$ cat src/hw/card_seq_consts.svh
// Purpose: Timing counts and reset values for the card sequencer
// Assumes: Core clock of 10 MHz (100 ns period)
// Notes:   Times kept in their own units, cycle counts derived
`ifndef CARD_SEQ_CONSTS_SVH
`define CARD_SEQ_CONSTS_SVH

// ----------------------------------------------------------------
// Clock
// ----------------------------------------------------------------
`define CORE_CLK_HZ          10000000
`define CORE_CLK_PERIOD_NS   100

// ----------------------------------------------------------------
// Timing
// ----------------------------------------------------------------
// Reset low to clock low, least time
`define RST_TO_CLK_US        12
`define RST_TO_CLK_CYC       ((`RST_TO_CLK_US * 1000 + \
                              `CORE_CLK_PERIOD_NS - 1) / \
                              `CORE_CLK_PERIOD_NS)
// Insertion debounce, nominal
`define DEBOUNCE_MS          8
`define DEBOUNCE_CYC         ((`DEBOUNCE_MS * 1000000) / \
                              `CORE_CLK_PERIOD_NS)
// One cycle per remaining deactivation step
`define STEP_CYC             1

// ----------------------------------------------------------------
// Reset values
// ----------------------------------------------------------------
`define EVENT_RST_VAL        1'b0
`define PIN_RST_VAL          1'b0

`endif

$ cat src/hw/card_seq_pkg.sv
// Purpose: Types shared by the card sequencer files
// Assumes: Nothing beyond the constants header
// Notes:   Holds types only
package card_seq_pkg;

    // Sequencer states
    typedef enum logic [2:0]
    {
        ST_IDLE,
        ST_ACTIVE,
        ST_RST_LOW,
        ST_CLK_LOW,
        ST_LINES_LOW,
        ST_SUPPLY_OFF
    } seq_state_t;

    // Fault inputs, asynchronous, synchronised by two flops inside card_seq
    typedef struct packed
    {
        logic logic_uv;
        logic supply_overload;
        logic supply_out_of_range;
        logic conv_in_uv;
        logic boost_overload;
        logic over_temp;
    } fault_t;

    // Requests from the activation logic to the card pins
    typedef struct packed
    {
        logic reset;
        logic clock;
        logic data;
        logic aux_a;
        logic aux_b;
        logic supply;
    } card_pins_t;

endpackage

$ cat src/hw/card_seq.sv
// Purpose: Card session deactivation and fault supervision
// Assumes: Activation logic elsewhere supplies pin levels in session
// Notes:   All pins and fault flags arrive asynchronously
//          Event latched low after a session fault until idle
//          Current limiting stays local, never reported
`timescale 1ns/10ps
`include "card_seq_consts.svh"

module card_seq #(
    parameter int unsigned DEBOUNCE_CYCLES = `DEBOUNCE_CYC,
    parameter int unsigned DB_W            = 20
)(
    // Clock and reset
    input  wire logic                      core_clk_in,
    input  wire logic                      reset_in,
    // Host side
    input  wire logic                      session_request_n_in,
    output logic                           event_n_out,
    // Card presence and monitors (asynchronous)
    input  wire logic                      card_presence_switch_in,
    input  wire card_seq_pkg::fault_t      fault_in,
    input  wire logic                      pin_current_limit_in,
    // Activation levels for the card pins
    input  wire card_seq_pkg::card_pins_t  active_pins_in,
    // Card side
    output logic                           card_reset_out,
    output logic                           card_clock_out,
    output logic                           card_data_line_out,
    output logic                           card_aux_line_a_out,
    output logic                           card_aux_line_b_out,
    output logic                           card_supply_out,
    output logic                           deact_busy_out
);

    // ------------------------------------------------------------
    // Constants and state
    // ------------------------------------------------------------
    localparam int unsigned RC_W = 8;
    localparam logic [RC_W-1:0] RST_CLK_LAST =
        RC_W'(`RST_TO_CLK_CYC - 1);

    card_seq_pkg::seq_state_t state_ff;
    card_seq_pkg::seq_state_t nxt_state;
    card_seq_pkg::fault_t     flt_meta_ff;
    card_seq_pkg::fault_t     flt_ff;
    logic                     req_meta_ff;
    logic                     req_n_ff;
    logic                     req_n_prev_ff;
    logic                     card_sync;
    logic                     card_ok;
    logic [RC_W-1:0]          dly_ff;
    logic                     event_n_ff;
    logic                     nxt_event_n;
    logic                     rst_ff;
    logic                     clk_ff;
    logic                     data_ff;
    logic                     aux_a_ff;
    logic                     aux_b_ff;
    logic                     sup_ff;
    logic                     any_fault;
    logic                     open_req;

    // ------------------------------------------------------------
    // Functions
    // ------------------------------------------------------------
    // Fault reduction, extraction included
    function automatic logic fault_any(card_seq_pkg::fault_t f,
                                       logic present);
        fault_any = (|f) || !present;
    endfunction

    // Any state of the power-down walk, waiting included
    function automatic logic is_deact(card_seq_pkg::seq_state_t s);
        is_deact = (s != card_seq_pkg::ST_IDLE) &&
                   (s != card_seq_pkg::ST_ACTIVE);
    endfunction

    // ------------------------------------------------------------
    // Input synchronisers
    // ------------------------------------------------------------
    // Two flops on the request and fault inputs; presence is synchronised in u_presence
    always_ff @(posedge core_clk_in)
    begin
        if (reset_in)
        begin
            req_meta_ff   <= 1'b1;
            req_n_ff      <= 1'b1;
            flt_meta_ff   <= '0;
            flt_ff        <= '0;
        end
        else
        begin
            req_meta_ff   <= session_request_n_in;
            req_n_ff      <= req_meta_ff;
            flt_meta_ff   <= fault_in;
            flt_ff        <= flt_meta_ff;
        end
    end

    // Previous synced request, idle high so no false edge
    always_ff @(posedge core_clk_in)
    begin
        if (reset_in)
            req_n_prev_ff <= 1'b1;
        else
            req_n_prev_ff <= req_n_ff;
    end

    sync_debounce #(
        .COUNT (DEBOUNCE_CYCLES),
        .CW    (DB_W)
    ) u_presence (
        .core_clk_in (core_clk_in),
        .reset_in    (reset_in),
        .level_in    (card_presence_switch_in),
        .sync_out    (card_sync),
        .stable_out  (card_ok)
    );

    assign any_fault = fault_any(flt_ff, card_sync);
    assign open_req  = req_n_prev_ff && !req_n_ff;

    // ------------------------------------------------------------
    // Sequencer
    // ------------------------------------------------------------
    always_comb
    begin
        nxt_state = state_ff;
        case (state_ff)
            card_seq_pkg::ST_IDLE:
            begin
                // Edge only, a held-low request never reopens
                if (open_req && card_ok && !(|flt_ff))
                    nxt_state = card_seq_pkg::ST_ACTIVE;
            end
            card_seq_pkg::ST_ACTIVE:
            begin
                if (req_n_ff || any_fault)
                    nxt_state = card_seq_pkg::ST_RST_LOW;
            end
            card_seq_pkg::ST_RST_LOW:
            begin
                // wait 12 us after reset low
                if (dly_ff == RST_CLK_LAST)
                    nxt_state = card_seq_pkg::ST_CLK_LOW;
            end
            card_seq_pkg::ST_CLK_LOW:
                nxt_state = card_seq_pkg::ST_LINES_LOW;
            card_seq_pkg::ST_LINES_LOW:
                nxt_state = card_seq_pkg::ST_SUPPLY_OFF;
            card_seq_pkg::ST_SUPPLY_OFF:
            begin
                // Wait for host to release the request
                if (req_n_ff)
                    nxt_state = card_seq_pkg::ST_IDLE;
            end
            default:
                nxt_state = card_seq_pkg::ST_IDLE;
        endcase
    end

    always_ff @(posedge core_clk_in)
    begin
        if (reset_in)
            state_ff <= card_seq_pkg::ST_IDLE;
        else
            state_ff <= nxt_state;
    end

    // Restarts on every entry to reset-low
    // reset to clock delay counter
    always_ff @(posedge core_clk_in)
    begin
        if (reset_in || state_ff != card_seq_pkg::ST_RST_LOW)
            dly_ff <= '0;
        else if (dly_ff != RST_CLK_LAST)
            dly_ff <= dly_ff + RC_W'(1);
    end

    // ------------------------------------------------------------
    // Card pin drivers
    // ------------------------------------------------------------
    // Levels follow the next state, one step per edge
    always_ff @(posedge core_clk_in)
    begin
        if (reset_in)
        begin
            rst_ff   <= `PIN_RST_VAL;
            clk_ff   <= `PIN_RST_VAL;
            data_ff  <= `PIN_RST_VAL;
            aux_a_ff <= `PIN_RST_VAL;
            aux_b_ff <= `PIN_RST_VAL;
            sup_ff   <= `PIN_RST_VAL;
        end
        else
        begin
            case (nxt_state)
                card_seq_pkg::ST_ACTIVE:
                begin
                    rst_ff   <= active_pins_in.reset;
                    clk_ff   <= active_pins_in.clock;
                    data_ff  <= active_pins_in.data;
                    aux_a_ff <= active_pins_in.aux_a;
                    aux_b_ff <= active_pins_in.aux_b;
                    sup_ff   <= active_pins_in.supply;
                end
                card_seq_pkg::ST_RST_LOW:
                    rst_ff <= 1'b0;
                card_seq_pkg::ST_CLK_LOW:
                begin
                    rst_ff <= 1'b0;
                    clk_ff <= 1'b0;
                end
                card_seq_pkg::ST_LINES_LOW:
                begin
                    rst_ff   <= 1'b0;
                    clk_ff   <= 1'b0;
                    data_ff  <= 1'b0;
                    aux_a_ff <= 1'b0;
                    aux_b_ff <= 1'b0;
                end
                default:
                begin
                    rst_ff   <= 1'b0;
                    clk_ff   <= 1'b0;
                    data_ff  <= 1'b0;
                    aux_a_ff <= 1'b0;
                    aux_b_ff <= 1'b0;
                    sup_ff   <= 1'b0;
                end
            endcase
        end
    end

    // ------------------------------------------------------------
    // Event output
    // ------------------------------------------------------------
    always_comb
    begin
        nxt_event_n = card_ok && !flt_ff.logic_uv;
        if (state_ff == card_seq_pkg::ST_ACTIVE)
        begin
            if (any_fault)
                nxt_event_n = 1'b0;
        end
        else if (is_deact(state_ff))
        begin
            if (!event_n_ff || any_fault)
                nxt_event_n = 1'b0;
        end
    end

    always_ff @(posedge core_clk_in)
    begin
        if (reset_in)
            event_n_ff <= `EVENT_RST_VAL;
        else
            event_n_ff <= nxt_event_n;
    end

    // ------------------------------------------------------------
    // Outputs
    // ------------------------------------------------------------
    assign event_n_out         = event_n_ff;
    assign card_reset_out      = rst_ff;
    assign card_clock_out      = clk_ff;
    assign card_data_line_out  = data_ff;
    assign card_aux_line_a_out = aux_a_ff;
    assign card_aux_line_b_out = aux_b_ff;
    assign card_supply_out     = sup_ff;
    assign deact_busy_out      = is_deact(state_ff);

endmodule

$ cat src/hw/sync_debounce.sv
// Purpose: Two-flop synchroniser with a stable-high debounce timer
// Assumes: Input comes from a pin outside the clock domain
// Notes:   Rise is delayed by the full count, fall passes at once
`timescale 1ns/10ps
`include "card_seq_consts.svh"

module sync_debounce #(
    parameter int unsigned COUNT = `DEBOUNCE_CYC,
    parameter int unsigned CW    = 20
)(
    // Clock and reset
    input  wire logic core_clk_in,
    input  wire logic reset_in,
    // Raw and filtered level
    input  wire logic level_in,
    output logic      sync_out,
    output logic      stable_out
);

    logic          meta_ff;
    logic          sync_ff;
    logic [CW-1:0] cnt_ff;
    logic          stable_ff;

    // ------------------------------------------------------------
    // Synchroniser
    // ------------------------------------------------------------
    always_ff @(posedge core_clk_in)
    begin
        if (reset_in)
        begin
            meta_ff <= 1'b0;
            sync_ff <= 1'b0;
        end
        else
        begin
            meta_ff <= level_in;
            sync_ff <= meta_ff;
        end
    end

    // ------------------------------------------------------------
    // Debounce
    // ------------------------------------------------------------
    // insertion debounce timer
    always_ff @(posedge core_clk_in)
    begin
        if (reset_in || !sync_ff)
        begin
            cnt_ff    <= '0;
            stable_ff <= 1'b0;
        end
        else if (cnt_ff >= CW'(COUNT - 1))
            stable_ff <= 1'b1;
        else
            cnt_ff <= cnt_ff + CW'(1);
    end

    assign sync_out   = sync_ff;
    assign stable_out = stable_ff;

endmodule
$ cat config.mk
export PLATFORM = sky130hd
export DESIGN_NAME = card_seq
export DESIGN_NICKNAME = d
export VERILOG_FILES = /design/src/hw/card_seq_pkg.sv /design/src/hw/card_seq.sv /design/src/hw/sync_debounce.sv
export VERILOG_INCLUDE_DIRS = /design/src /design/src/hw
export SDC_FILE = /design/constraint.sdc
export NUM_CORES = 1
export LEC_CHECK = 0
export BUFFER_PORTS_ARGS = -buffer_cell sky130_fd_sc_hd__buf_4
export CORE_UTILIZATION = 30
export CTS_BUF_LIST = sky130_fd_sc_hd__clkbuf_8 sky130_fd_sc_hd__clkbuf_16
export DETAILED_ROUTE_END_ITERATION = 7
export MAX_ROUTING_LAYER = met4
export PLACE_DENSITY = 0.49
export SLEW_MARGIN = 20
export SYNTH_ARGS = -nofsm -noshare
export SYNTH_HDL_FRONTEND = slang
export SYNTH_HIERARCHICAL = 1
export SYNTH_SLANG_ARGS = --single-unit
$ cat constraint.sdc
create_clock -name core_clk_in -period 1.64 [get_ports core_clk_in]
set_input_delay 0.082 -clock core_clk_in [delete_from_list [all_inputs] [get_ports core_clk_in]]
set_output_delay 0.082 -clock core_clk_in [all_outputs]
set_load 0.1 [all_outputs]
==> impl_metrics.csv <==
group,metric,value,unit
run_status,status,"finished clean",
clock_tree,cts_tree,"built",
sta,setup_viol,0,
finish,nets,341,
floorplanning,pin_count,25,
route,detail-route-antenna-nets,0,
route,drc,0,
logic_synthesis,synth-main-ff-cell,"dfxtp_1",
place,hpwl,3489,microns
worst_setup_path,regToRegSetupSlack,0.06,ns
power,power_frac_comb,0.046,
worst_setup_path,critical_path_class,"flip-flop to flip-flop",
logic_synthesis,synth_edf_count,0,
floorplanning,core_area,7767,sq um
clock_tree,clock_sinks,56,
power,irDropWorstVdd,0.4007,mV
finish,layout-drive-gt1-share,0.3158,
global_route,antenna_found_initial,0,
finish,final_cell_area,3274,sq um
place,gp_congestion,0.7830,
floorplanning,start_util,0.3109,
floorplanning,num_rows,32,
power,swShare,0.2294,
finish,diodes,0,
route,first_pass_iters,4,
sta,fmax,634.9,MHz
finish,nFillCells,802,
power,seqPwrFrac,0.609,
worst_setup_path,start_kind,"flip-flop",
logic_synthesis,synth_top_area_frac,0.4642,
sta,relSlewSlack,0.6945,
worst_setup_path,end_kind,"flip-flop",
floorplanning,dieHeight,91.72,microns
worst_hold_path,whs_endpoint,"card_supply_out",
global_route,grt_pass1_vias,1869,
logic_synthesis,ys_warn_count,6,
logic_synthesis,syn_area_per_cell,9.698,sq um
logic_synthesis,synthTopCellsByArea,"dfxtp_1 46%, nor2b_1 4.1%, mux2i_1 3.3%",
global_route,track_usage,0.1291,
power,powerDensity,694.1,nW/um^2
sta,period_share,0.9604,
power,p_total,2.273,mW
power,leakage,1.277,nW
sta,final_hold_viol_count,0,
logic_synthesis,syn-instance-count,249,
floorplanning,dieArea,8413,sq um
worst_setup_path,reg2reg_from,"u_presence/cnt_ff[10]",
route,drt_iter0_markers,79,
global_route,grt_pass1_wl,8535,microns
power,p_clk_frac,0.344,
clock_tree,numCtsBuffers,5,
clock_tree,clock_path_buffers,2,
logic_synthesis,synth_area,2415,sq um
worst_setup_path,rr_worst_depth,5,
clock_tree,h-tree-depth,2,
sta,fin_skew,0.003869,ns
route,via_count,2017,
global_route,overflow,0,
logic_synthesis,synthArstFlopShare,0,
worst_setup_path,worstPathArrival,1.82,ns
global_route,grt_max_degree,27,
finish,utilization,0.4216,
power,internal-power,1.751,mW
worst_hold_path,hold_path_class,"primary input to flip-flop",
worst_setup_path,crit_fanout,5,
logic_synthesis,netlist.top_cell.by_area,"dfxtp_1",
job,drv_cap,0,
worst_hold_path,hold_start,"active_pins_in[0]",
clock_tree,clockRootBuffer,"clkbuf_8",
power,switchingPower,0.5214,mW
sta,fin_ws,0.06498,ns
sta,final_max_slew_viol_count,0,
worst_setup_path,required,1.89,ns
logic_synthesis,ys_seq_elements,56,
finish,area_growth,35.60,%
logic_synthesis,yosysSeqAreaShare,0.4642,
sta,final.min_clock_period,1.575,ns
place,place_worst_setup_slack,-0.04988,ns
route,post_drt_wl_per_cell,11.90,microns
logic_synthesis,synth.distinct_cells,56,
route,via_per_inst,4.746,
clock_tree,path_clk_slew,0.10,ns
sta,worst_hold_slack,0.03698,ns
place,dpl_cell_area,2938,sq um
logic_synthesis,syn_nets,268,
clock_tree,worstSkewPairLatency,0.31,ns
worst_setup_path,r2r-end,"u_presence/cnt_ff[13]",
floorplanning,die-width,91.72,microns
route,wl,5058,microns
place,numPortBuffers,23,
worst_hold_path,hold_depth,3,
sta,tightest_slew,0.4582,ns
## worst max path at each step
stage,start,endpoint,slack (ns),cells past startpoint
after global routing,u_presence/cnt_ff[0],u_presence/cnt_ff[10],-0.003,5
final,u_presence/cnt_ff[10],u_presence/cnt_ff[13],0.06,5
after floorplan,state_ff[1],card_aux_line_a_out,0.01,5
after global placement,u_presence/cnt_ff[0],u_presence/cnt_ff[7],-0.03,5
after detailed placement,u_presence/cnt_ff[1],u_presence/cnt_ff[11],-0.05,5
after CTS,u_presence/cnt_ff[7],u_presence/cnt_ff[13],0.006,4
## repair_timing
item                                    CTS  global route
pin swaps                                 0             3
hold buffers                             12             0
hold endpoints to repair                 12             0
buffers inserted                          0             5
gates cloned                              0             1
endpoints found under the setup margin    7            16
resized for setup                         4            15
## worst max-delay path, stage by stage, from the launching register on
cell      delay (ns)
dfxtp_2         0.36
nor4_4          0.26
buf_4           0.17
a211oi_4        0.07
or4_1           0.50
a21oi_1         0.14
## per-stage QoR
| stage | instances | setup TNS [ns] |
|---|---|---|
| finish | 425 | 0 |
| global route | 425 | -0.004782 |
| CTS | 419 | 0 |
| detailed placement | 399 | -0.2396 |
| global placement | 399 | -0.09807 |
| floorplan | 249 | 0 |
## cells in the mapped netlist (2+ instances only)
library cell and n:
nor2b_1 16, or4_1 3, xnor2_1 3, clkbuf_1 4, a31oi_1 2, ha_1 2, o211a_1 2, and2_1 6
nand4_1 6, nand2b_1 8, a21oi_1 13, inv_1 7, nor2_1 13, and2_2 2, a211oi_1 3, nand3_1 10
and3_1 2, nor4_4 2, nor3_1 3, or3_1 2, or2_2 5, a22o_1 3, xor2_1 3, o21ai_1 3
o211ai_1 3, dfxtp_1 56, o31ai_1 5, and4_1 4, a2111o_1 2, mux2i_1 8, nand2_1 21, o21ai_0 3
## routing by layer
metal  global-route usage  share of wire
met1               0.1679           0.51
met4              0.03906          0.012
met2               0.2018           0.45
met3              0.02736          0.024
met5                    -              0
## cell type report
type / count / area (sq um) / area share
inverters: 7 / 26.28 / 0.008024
clock inverters: 3 / 22.52 / 0.006878
flip-flops and latches: 56 / 1134 / 0.3462
repair buffers: 71 / 575.6 / 0.1758
well taps: 102 / 127.6 / 0.03898
multi-input cells: 181 / 1320 / 0.4031
clock buffers: 5 / 68.82 / 0.02102
## state kept, by name (all words and copies together), names as in the netlist
name                   flops
u_presence/meta_ff         1
req_n_ff                   1
u_presence/stable_out      1
event_n_out                1
dly_ff                     8
flt_ff                     6
card_data_line_out         1
req_n_prev_ff              1
card_clock_out             1
card_reset_out             1
u_presence/sync_out        1
card_supply_out            1
req_meta_ff                1
u_presence/cnt_ff         20
state_ff                   3
flt_meta_ff                6
card_aux_line_b_out        1
card_aux_line_a_out        1
## power by group through the flow
stage / clock network (mW) / registers (mW) / logic (mW)
6_report: 0.783 / 1.38 / 0.105
5_1_grt: 0.887 / 1.39 / 0.114
4_1_cts: 0.821 / 1.39 / 0.107
3_5_place_dp: 0 / 1.42 / 0.0841
3_3_place_gp: 0 / 1.42 / 0.0830
2_1_floorplan: 0 / 1.42 / 0.0410
## cells in the final DEF (no fill, tap or decap), drive strengths merged, types with 3 or more instances in the layout
| cell | n |
|---|---|
| nand3 | 10 |
| dfxtp | 56 |
| and4 | 5 |
| o211ai | 3 |
| clkbuf | 5 |
| nor2 | 13 |
| xnor2 | 3 |
| nor2b | 16 |
| nand2 | 21 |
| buf | 59 |
| and2 | 8 |
| or3 | 3 |
| dlygate4sd3 | 12 |
| nand2b | 8 |
| nor4 | 3 |
| nor3 | 4 |
| nand4 | 8 |
| a21oi | 13 |
| inv | 8 |
| a22o | 3 |
| o21ai | 6 |
| a211oi | 5 |
| o31ai | 5 |
| xor2 | 3 |
| or2 | 5 |
| mux2i | 8 |
| or4 | 3 |
## logic make-up after synthesis
family	synth area share
adders and majority gates	0.01036
AOI/OAI and AO/OA	0.1508
muxes	0.03938
buffers and inverters	0.02176
and+or+nand+nor	0.2917
DFF	0.4643
xor gates and xnor gates	0.02177
Note: power is estimated with default switching activity, not from simulation.
